`src/hdl/spm_pkg.sv`:
```
// Purpose: Shared constants and types for the sleep power mode controller.
// Assumes: One 100 MHz clock, synchronous active-high reset.
// Notes:   Counts are small; regulator wait is a timing figure, not a pin.
package spm_pkg;

    // Clock period in ns
    localparam int CLK_PERIOD_NS   = 10;
    // Regulator start-up time in us, as printed
    localparam int REG_STARTUP_US  = 50;
    // Cycles to wait for regulators, rounded up
    localparam int REG_WAIT_CYC    = (REG_STARTUP_US * 1000 + CLK_PERIOD_NS - 1) / CLK_PERIOD_NS;
    // Cycles in the core reset state; core_reset is also high through power-up
    localparam int CORE_RST_CYC    = 4;
    // Counter width covering the longest count
    localparam int CNT_W           = 13;

    // Deep sleep variant codes
    localparam logic [1:0] VAR_EMU  = 2'h0;
    localparam logic [1:0] VAR_ONE  = 2'h1;
    localparam logic [1:0] VAR_TWO  = 2'h2;

    // Reset values of outputs
    localparam logic RC_ON_RESET    = 1'b1;
    localparam logic REG_ON_RESET   = 1'b1;

    // Controller states, Gray coded from run through core reset
    typedef enum logic [2:0] {
        SPM_RUN      = 3'b000,
        SPM_PRE_DEEP = 3'b001,
        SPM_DEEP     = 3'b011,
        SPM_POWER_UP = 3'b010,
        SPM_CORE_RST = 3'b110,
        SPM_IDLE     = 3'b100,
        SPM_EMU      = 3'b101
    } spm_state_t;

endpackage

```
`src/hdl/spm_sync.sv`:
```
// Purpose: Two-flop synchroniser for a bundle of asynchronous levels.
// Assumes: Inputs are levels, not pulses.
// Notes:   First stage is read only by the second stage.
`timescale 1ns/1ps
module spm_sync #(
    parameter int W = 2
) (
    input  wire logic         clk,
    input  wire logic         rst,
    input  wire logic [W-1:0] async_in,
    output logic      [W-1:0] sync_out
);
    logic [W-1:0] meta;   // First stage, metastability catcher

    // Two stages in series
    always_ff @(posedge clk) begin
        if (rst) begin
            meta     <= '0;
            sync_out <= '0;
        end else begin
            meta     <= async_in;
            sync_out <= meta;
        end
    end
endmodule

```
`src/hdl/spm_ctrl.sv`:
```
// Purpose: Sequences the core between run, idle sleep and deep sleep variants.
// Assumes: Core signals share clk; debug requests and wake pins are asynchronous.
// Notes:   Clock is the always-on domain; it keeps running through deep sleep.
`timescale 1ns/1ps

// Contract
// - WAIT_FOR_INTERRUPT_INSTR without deep bit enters idle sleep
// - WAIT_FOR_INTERRUPT_INSTR with deep bit runs deep sleep
// - Pre-deep state waits for system request clear
// - Core reset cycle on power-up
// - RC oscillator runs in variant 1 default
// - Variant 2 stops timers unless crystal clocked
// - Variant 2 keeps non-timer wake sources
// - Variant 2 wake restarts RC oscillator
// - Debug connected forces emulated variant 0
// - System request blocks deep sleep entry
// - True deep sleep needs both requests clear
// - Either debug request rising wakes chip
// - Debug access stalled until chip ready
// - Regulators off during deep sleep
// - External regulator pin low in deep
// - Variant 0 keeps core, resets peripherals
// - Timer wakes in variant 1, and in variant 2 when crystal clocked
module spm_ctrl
    import spm_pkg::*;
(
    input  wire logic       clk,
    input  wire logic       rst,
    input  wire logic       wait_for_interrupt_instr,
    input  wire logic       deep_sleep_request_bit,
    input  wire logic       rc_off_select,
    input  wire logic       timer_on_crystal,
    input  wire logic       irq_pending,
    input  wire logic       debug_system_powerup_request,
    input  wire logic       debug_connected_powerup_request,
    input  wire logic       io_wake_event,
    input  wire logic       timer_cmpa_wake,
    input  wire logic       timer_cmpb_wake,
    input  wire logic       timer_wrap_wake,
    input  wire logic       wake_core_write,
    output logic            core_run,
    output logic            core_power_on,
    output logic            core_reset,
    output logic            periph_reset,
    output logic            low_freq_rc_oscillator,
    output logic            timer_clock_enable,
    output logic            regulator_enable,
    output logic            ext_regulator_control_pin_o,
    output logic            ext_regulator_control_pin_oe_n,
    output logic            debug_stall,
    output logic [1:0]      sleep_variant,
    output spm_pkg::spm_state_t state_out
);
    import spm_pkg::*;

    spm_state_t       state;         // Current state
    spm_state_t       next_state;    // Next state
    logic [CNT_W-1:0] cnt;           // Power-up / reset timer
    logic [CNT_W-1:0] next_cnt;      // Next timer value
    logic [1:0]       var_q;         // Variant chosen on entry
    logic [1:0]       next_var;      // Next variant
    logic [3:0]       async_raw;     // Bundle of pin-side levels
    logic [3:0]       async_s;       // Synchronised bundle
    logic             dbg_sys;       // Synced system request
    logic             dbg_con;       // Synced connected request
    logic             io_wake;       // Synced io wake
    logic             tmr_any;       // Synced timer wakes, ored before sync
    logic [1:0]       dbg_prev;      // Last-cycle debug requests for edge find
    logic             dbg_rise;      // Any debug request just set
    logic             sel_emu;       // Emulated variant selected
    logic [1:0]       entry_var;     // Variant for a new deep request
    logic             deep_go;       // Deep entry allowed: system request clear
    logic             timer_wake_ok; // Timer may wake now
    logic             wake;          // Wake from true deep sleep
    logic             emu_wake;      // Wake from emulated sleep
    logic             cnt_done;      // Timer expired
    logic             tmr_raw;       // Timer wake sources combined pre-sync

    // Timer wakes are registered pulses from the same chip; combine then sync
    assign tmr_raw   = timer_cmpa_wake | timer_cmpb_wake | timer_wrap_wake;
    assign async_raw = {debug_system_powerup_request, debug_connected_powerup_request,
                        io_wake_event, tmr_raw};

    // Debug port and wake pins cross into this domain
    spm_sync #(.W(4)) u_sync (
        .clk      (clk),
        .rst      (rst),
        .async_in (async_raw),
        .sync_out (async_s)
    );

    assign dbg_sys = async_s[3];
    assign dbg_con = async_s[2];
    assign io_wake = async_s[1];
    assign tmr_any = async_s[0];

    // Rising edge of either debug request counts as a wake
    assign dbg_rise = (dbg_sys & ~dbg_prev[1]) | (dbg_con & ~dbg_prev[0]);

    // Debug connection outranks the oscillator-off choice
    assign sel_emu   = dbg_con;
    assign entry_var = sel_emu       ? VAR_EMU :
                       rc_off_select ? VAR_TWO : VAR_ONE;

    // Deep entry is refused while the system request is up
    assign deep_go = ~dbg_sys;

    // Timer wakes need the timer clock alive
    assign timer_wake_ok = (var_q == VAR_ONE) |
                           ((var_q == VAR_TWO) & timer_on_crystal);

    // Non-timer sources always wake; timer ones only when clocked
    assign wake = io_wake | dbg_rise | (tmr_any & timer_wake_ok);

    // Emulated sleep also listens to the core-wake write and interrupts
    assign emu_wake = wake | wake_core_write | irq_pending;

    assign cnt_done = (cnt == '0);

    // State and counter sequencing
    always_comb begin
        next_state = state;
        next_cnt   = (cnt == '0) ? cnt : cnt - CNT_W'(1);
        next_var   = var_q;
        unique case (state)
            SPM_RUN: begin
                if (wait_for_interrupt_instr & ~deep_sleep_request_bit) begin
                    next_state = SPM_IDLE;
                end else if (wait_for_interrupt_instr) begin
                    next_state = SPM_PRE_DEEP;
                end
            end
            SPM_IDLE: begin
                // Idle keeps power; any interrupt resumes
                if (irq_pending) begin
                    next_state = SPM_RUN;
                end
            end
            SPM_PRE_DEEP: begin
                // Nothing powers off until the system request is clear
                if (deep_go) begin
                    next_var   = entry_var;
                    next_state = (entry_var == VAR_EMU) ? SPM_EMU : SPM_DEEP;
                end
            end
            SPM_EMU: begin
                if (emu_wake) begin
                    next_state = SPM_RUN;
                end
            end
            SPM_DEEP: begin
                if (wake) begin
                    // Load one short: the cycle that reads zero is the last one
                    next_state = SPM_POWER_UP;
                    next_cnt   = CNT_W'(REG_WAIT_CYC - 1);
                end
            end
            SPM_POWER_UP: begin
                // Wait for regulators before releasing the core
                if (cnt_done) begin
                    next_state = SPM_CORE_RST;
                    next_cnt   = CNT_W'(CORE_RST_CYC - 1);
                end
            end
            SPM_CORE_RST: begin
                if (cnt_done) begin
                    next_state = SPM_RUN;
                    next_var   = VAR_ONE;
                end
            end
            default: begin
                // Unused codes recover to run
                next_state = SPM_RUN;
            end
        endcase
    end

    // State registers
    always_ff @(posedge clk) begin
        if (rst) begin
            state    <= SPM_RUN;
            cnt      <= '0;
            var_q    <= VAR_ONE;
            dbg_prev <= 2'h0;
        end else begin
            state    <= next_state;
            cnt      <= next_cnt;
            var_q    <= next_var;
            dbg_prev <= {dbg_sys, dbg_con};
        end
    end

    // Output registers, decoded from the next state so they align with it
    always_ff @(posedge clk) begin
        if (rst) begin
            core_run               <= 1'b1;
            core_power_on          <= 1'b1;
            core_reset             <= 1'b0;
            periph_reset           <= 1'b0;
            low_freq_rc_oscillator <= RC_ON_RESET;
            timer_clock_enable     <= 1'b1;
            regulator_enable       <= REG_ON_RESET;
            debug_stall            <= 1'b0;
        end else begin
            core_run      <= (next_state == SPM_RUN);
            // Core domain dark only in true deep or while regulators rise
            core_power_on <= (next_state != SPM_DEEP) &
                             (next_state != SPM_POWER_UP);
            core_reset    <= (next_state == SPM_CORE_RST) |
                             (next_state == SPM_POWER_UP);
            // Emulated sleep holds peripherals only, core stays live
            periph_reset  <= (next_state == SPM_EMU);
            // Oscillator off only inside variant 2; any wake restarts it
            low_freq_rc_oscillator <= ~((next_state == SPM_DEEP) &
                                        (next_var == VAR_TWO));
            timer_clock_enable <= ~((next_state == SPM_DEEP) & (next_var == VAR_TWO) &
                                    ~timer_on_crystal);
            regulator_enable <= (next_state != SPM_DEEP);
            // Hold debug off while power or reset is still in progress
            debug_stall <= (dbg_sys | dbg_con) &
                           ((next_state == SPM_DEEP) | (next_state == SPM_POWER_UP) |
                            (next_state == SPM_CORE_RST));
        end
    end

    // Open-drain pin: drive low in deep, release otherwise
    assign ext_regulator_control_pin_o    = 1'b0;
    assign ext_regulator_control_pin_oe_n = ~(state == SPM_DEEP);

    assign sleep_variant = var_q;
    assign state_out     = state;
endmodule

```
`config.mk`:
```
export PLATFORM = sky130hd
export DESIGN_NAME = spm_ctrl
export DESIGN_NICKNAME = d
export VERILOG_FILES = /design/src/hdl/spm_pkg.sv /design/src/hdl/spm_sync.sv /design/src/hdl/spm_ctrl.sv
export SDC_FILE = /design/constraint.sdc
export NUM_CORES = 1
export LEC_CHECK = 0
export BUFFER_PORTS_ARGS = -buffer_cell sky130_fd_sc_hd__buf_2
export CAP_MARGIN = 30
export CORE_MARGIN = 3
export CORE_UTILIZATION = 38
export CTS_BUF_LIST = sky130_fd_sc_hd__clkbuf_4 sky130_fd_sc_hd__clkbuf_8 sky130_fd_sc_hd__clkbuf_16
export DETAILED_ROUTE_END_ITERATION = 8
export GPL_TIMING_DRIVEN = 0
export SETUP_SLACK_MARGIN = 0.02
export SLEW_MARGIN = 20
export SYNTH_ARGS = -nofsm -noshare
export SYNTH_HDL_FRONTEND = slang
export SYNTH_SLANG_ARGS = --single-unit
```
`constraint.sdc`:
```
create_clock -name clk -period 1.8 [get_ports clk]
set_input_delay 0.27 -clock clk [delete_from_list [all_inputs] [get_ports clk]]
set_output_delay 0.27 -clock clk [all_outputs]
set_load 0.05 [all_outputs]
```
# After elaboration in Yosys (flattened, before gate mapping)

Index checks and enable logic that the tools add are counted.

Equality and inequality tests: 15
Add/subtract/negate cells: 1
Reductions and logical operators: 4
Muxes and demuxes: 19
Bitwise logic cells: 28

Operators by type and width:

| cell                                                 | count |
|---|---|
| 2-to-1 mux 13 bit                                    | 3 |
| 2-to-1 mux 3 bit                                     | 9 |
| one-hot mux 13 bit (2 select lines)                  | 1 |
| one-hot mux 3 bit (7 select lines)                   | 1 |
| equality test 3 bit (second input constant)          | 5 |
| zero test 13 bit                                     | 1 |
| subtractor 13 x 1 -> 13 bit (second input constant)  | 1 |
| equality test 3 x 2 -> 1 bit (second input constant) | 4 |
| bitwise OR 1 bit                                     | 12 |
| AND 1 bit                                            | 9 |
| 2-to-1 mux 2 bit                                     | 4 |
| inverter 1 bit                                       | 7 |
| zero test 3 bit                                      | 2 |
| != test 3 x 2 -> 1 bit (second input constant)       | 2 |
| equality test 2 bit (second input constant)          | 2 |
| one-hot mux 2 bit (2 select lines)                   | 1 |
| equality test 3 x 1 -> 1 bit (second input constant) | 1 |
| equality test 2 x 1 -> 1 bit (second input constant) | 1 |
| zero test 2 bit                                      | 1 |

Bits in registers: 36
Logic and storage cells: 81
Output and inout port bits: 15

# Longest topological paths before layout

Word-level depth: 13
Depth in mapped cells: 9
Depth with buffers taken out: 9

# By module

Synthesis repeated with hierarchy kept, for this count alone.

Cell total of the unflattened synthesis: 169
Area, all modules: 1587.8 sq um

By module, submodules not included:

| module   | times used | seq. area each (sq um) | area an instance (sq um) | cells each |
|---|---|---|---|---|
| spm_ctrl | 1          | 560.5                  | 1377.6                   | 153 |
| spm_sync | 1          | 160.2                  | 210.2                    | 16 |

# Worst setup path before layout

Ideal clock, no wire load.

Kind: flip-flop to flip-flop
From: register state[1], in the netlist state_out[1]
To: register timer_clock_enable
Required time: 1665 ps
Library setup time: 135 ps
Clock period less this slack: 2064 ps
Arrival time: 1929 ps
Setup slack: -264 ps
Stages on the path, launching flop included: 7
Path through: dfxtp_1 buf_4 nor2b_1 o21a_2 a31o_4 nand2_4 or4_4

Word-level cells in the longest chain between the ends: 7
Elaborated cells on any way between the ends: 22

RTL lines:

| what                               | RTL line        | text |
|---|---|---|
| from (decl)                        | spm_ctrl.sv:56  | `spm_state_t state;` |
| from (signal assigned)             | spm_ctrl.sv:186 | `state <= next_state;` |
| 2-to-1 mux 3 bit                   | spm_ctrl.sv:129 | `end else if (wait_for_interrupt_instr) begin` |
| 2-to-1 mux 3 bit                   | spm_ctrl.sv:127 | `if (wait_for_interrupt_instr & ~deep_sleep_request_bit) begin` |
| one-hot mux 3 bit (7 select lines) | spm_ctrl.sv:125 | `unique case (state)` |
| equality test 3 x 2 -> 1 bit       | spm_ctrl.sv:216 | `timer_clock_enable <= ~((next_state == SPM_DEEP) & (next_var == VAR_TWO) &` |
| AND 1 bit * (2 in a row)           | spm_ctrl.sv:216 |  |
| inverter 1 bit *                   | spm_ctrl.sv:216 |  |
| to (signal assigned)               | spm_ctrl.sv:216 |  |
| to (decl)                          | spm_ctrl.sv:46  | `output logic timer_clock_enable,` |

Mark *: on every way between the ends. The rest lies on a longest branch, timed or not.
A chain may end at the register's enable or synchronous reset.

# Final worst setup path

Same ends and word-level chain as after synthesis.

==> results.cfg <==
[grt]
grt_pass1_wl_microns = 6130
grt_pass1_vias = 1359
grt_overflow_total = 0
grt_max_degree = 11
grt_use_total_pct = 14.9
antenna_found_initial = 0

[synthesis]
synth_seq_area_share_pct = 43.3
synth_edf_count = 0
ys_ff_latch = 36
synth_area_sq_um = 1660
syn_avg_cell_area_sq_um = 9.51
synth_cell_types = 49
synthFlopType = dfxtp_1
syn_nets = 192
synthCells = 175
yosysWarnings = 0
async_flop_share_pct = 0

[clocking]
hold_buffers = 0
cts_buffer_depth = 2
htree_num_levels = 2
clock-sinks = 36
clk_latency_ns = 0.28
root_buffer = clkbuf_8
cts_tree = yes
cts_buffers = 5
path_clk_slew_ns = 0.07

[worst_setup_path]
max_stage_delay_ns = 0.50
crit_fanout = 9
crit-reg2reg-launch = state_out[1]
r2r_slack_ns = 0.04
path_cells = buf_6 > nor4b_4 > o21a_2 > a31o_4 > nand2_4 > or4_4
reg2regPathDepth = 6
critPathKind = flop to flop
critPathRequiredTime_ns = 1.96
worst_setup_path_start_kind = flop
critPathSlowestCell = or4_4
cp.arrival_ns = 1.92
critPathCaptureType = flop
r2r_end = timer_clock_enable

[timing]
rsz0062_at_grt = yes
fin_crit_ns = 1.76
clock.fmax_mhz = 568
worstMarginPinSlew_ns = 0.502
hold_viol = 0
relSlewSlack_pct = 66.5
min_period_over_period_pct = 97.8
setup_viol = 0
fin_worst_skew_ns = 0.00428
setup-tns-final_ns = 0
slew_violations = 0

[layout]
nFillCells = 395
drive_above_1_share_pct = 38.2
register_area_sq_um = 738
final_util_pct = 52.3
nets = 237
areaGrowthSynthToFinish_pct = 29.3
multi_input_area_sq_um = 972
n_antenna_cell = 0

[route]
drc_errors = 0
vias_per_cell = 5.20
drtIter0Drc = 77
wl_per_cell_microns = 13.3
drtPass1Iterations = 4
wirelength_microns = 3600
route.vias.total = 1405
antenna_left = 0

[floorplan]
die_area_sq_um = 5210
core_area_sq_um = 4120
die_h_microns = 72.2
fp.dieW_microns = 72.2
ios = 29
num_rows = 23
start_util_pct = 40.4

[status]
status = complete, no violations

[worst_hold_path]
worstHoldPathCells = 3
min_path_type = primary input to flop
min_from = timer_wrap_wake
hold_end = u_sync.meta[0]

[power_and_ir_drop]
p_leak_nw = 0.868
max-vdd-ir-drop_mv = 0.541
power_density_nw_per_um2 = 1670

[placed_design]
dp_hpwl_microns = 2540
place.gp.congestion = 0.758
port_buffers = 27

[job]
cap_violations = 0
cells by family (layout without fill, tap and decap cells):
family / Yosys count / count (layout) / synth area share, %
other: 1 / 1 / 0.225
and+or+nand+nor: 76 / 76 / 30.6
xor gates and xnor gates: 8 / 8 / 4.21
DFF: 36 / 36 / 43.3
AOI/OAI and AO/OA: 37 / 37 / 15.2
adders and majority gates: 3 / 3 / 2.26
buffers and inverters: 13 / 58 / 3.53
muxes: 1 / 1 / 0.677
how the worst max path moves through the flow:
stage,startpoint,endpoint,slack [ns],depth (start not counted)
after global placement,cnt[0],timer_clock_enable,-0.07,7
after floorplan,sleep_variant[0],timer_clock_enable,0.007,5
final,state_out[1],timer_clock_enable,0.04,6
after global routing,cnt[0],timer_clock_enable,-0.03,7
after detailed placement,cnt[0],timer_clock_enable,-0.09,7
after CTS,cnt[0],cnt[0],-0.005,8
where the power goes:
part	total, mW	internal [mW]	switching [mW]
logic	1.82	0.813	1.00
registers	1.17	0.988	0.181
clock network	0.605	0.341	0.264
total	3.59	2.14	1.45
what timing repair did:
item | 4_1_cts | 5_1_grt
cloned | 0 | 0
gates resized for setup | 6 | 14
endpoints found under the setup margin | 4 | 15
pin swaps | 4 | 5
buffers inserted | 4 | 7
critical path, delay by kind of cell, from the launching register on:
family / cells / cell delay (ns)
DFF: 1 / 0.34
buffers and inverters: 1 / 0.14
AOI/OAI and AO/OA: 2 / 0.32
and+or+nand+nor: 3 / 0.83
state kept, by name (all words and copies together) (netlist names):
name,cells
core_run,1
debug_stall,1
low_freq_rc_oscillator,1
regulator_enable,1
periph_reset,1
core_power_on,1
sleep_variant,2
timer_clock_enable,1
cnt,13
state_out,3
u_sync.meta,4
u_sync.sync_out,4
core_reset,1
dbg_prev,2
final cells by class:
cell class | count | area share [%]
Buffer | 6 | 1.80
Sequential cell | 36 | 34.3
Multi-Input combinational cell | 126 | 45.2
Tap cell | 50 | 2.91
Timing Repair Buffer | 38 | 10.1
Clock buffer | 7 | 4.48
Inverter | 7 | 1.22
cell usage in the layout (no fill, tap or decap), drive strengths merged, types with 2 or more instances in the layout:
cell,count
xor2,4
nor3,6
nand2,11
a21oi,13
nor2,10
and2,7
nor4,3
clkbuf,10
xnor2,4
o21ai,9
nor4b,4
ha,3
inv,7
or4,3
or2,3
nand3b,2
nor2b,13
dfxtp,36
a31oi,7
nand4,2
nand2b,2
nand3,4
buf,41
stage by stage:
| step | instances | area, sq um | hold slack, ns | total power, mW | setup slack (ns) |
|---|---|---|---|---|---|
| after floorplan | 175 | 1690 | 0.350 | 2.37 | 0.00726 |
| after global placement | 252 | 1890 | 0.420 | 2.62 | -0.0678 |
| after detailed placement | 252 | 1890 | 0.422 | 2.66 | -0.0929 |
| after CTS | 263 | 2050 | 0.187 | 3.37 | -0.00463 |
| after global routing | 270 | 2150 | 0.201 | 3.84 | -0.0283 |
| final | 270 | 2150 | 0.195 | 3.59 | 0.0387 |
cell usage after synthesis, drive strengths merged (2+ instances only):
cell type | count | area [sq um]
dfxtp | 36 | 721
a21oi | 13 | 65.1
nor2b | 13 | 81.3
nand2 | 11 | 48.8
nor2 | 10 | 37.5
o21ai | 9 | 45.0
a31oi | 7 | 43.8
and2 | 7 | 43.8
inv | 7 | 26.3
nor3 | 6 | 30.0
buf | 4 | 25.0
nand3 | 4 | 20.0
nor4b | 4 | 62.6
xnor2 | 4 | 35.0
xor2 | 4 | 35.0
ha | 3 | 37.5
nor4 | 3 | 48.8
or2 | 3 | 18.8
or4 | 3 | 26.3
clkbuf | 2 | 7.51
nand2b | 2 | 15.0
nand3b | 2 | 15.0
nand4 | 2 | 12.5
layer usage:
metal,part of all wire [%],routed length (microns),track usage [%]
met5,0,0,0
met1,45,1610,18.2
met4,0.47,17,4.59
met3,5.8,210,4.43
met2,49,1760,25.3
No activity file was read; power rests on OpenSTA's default activity.
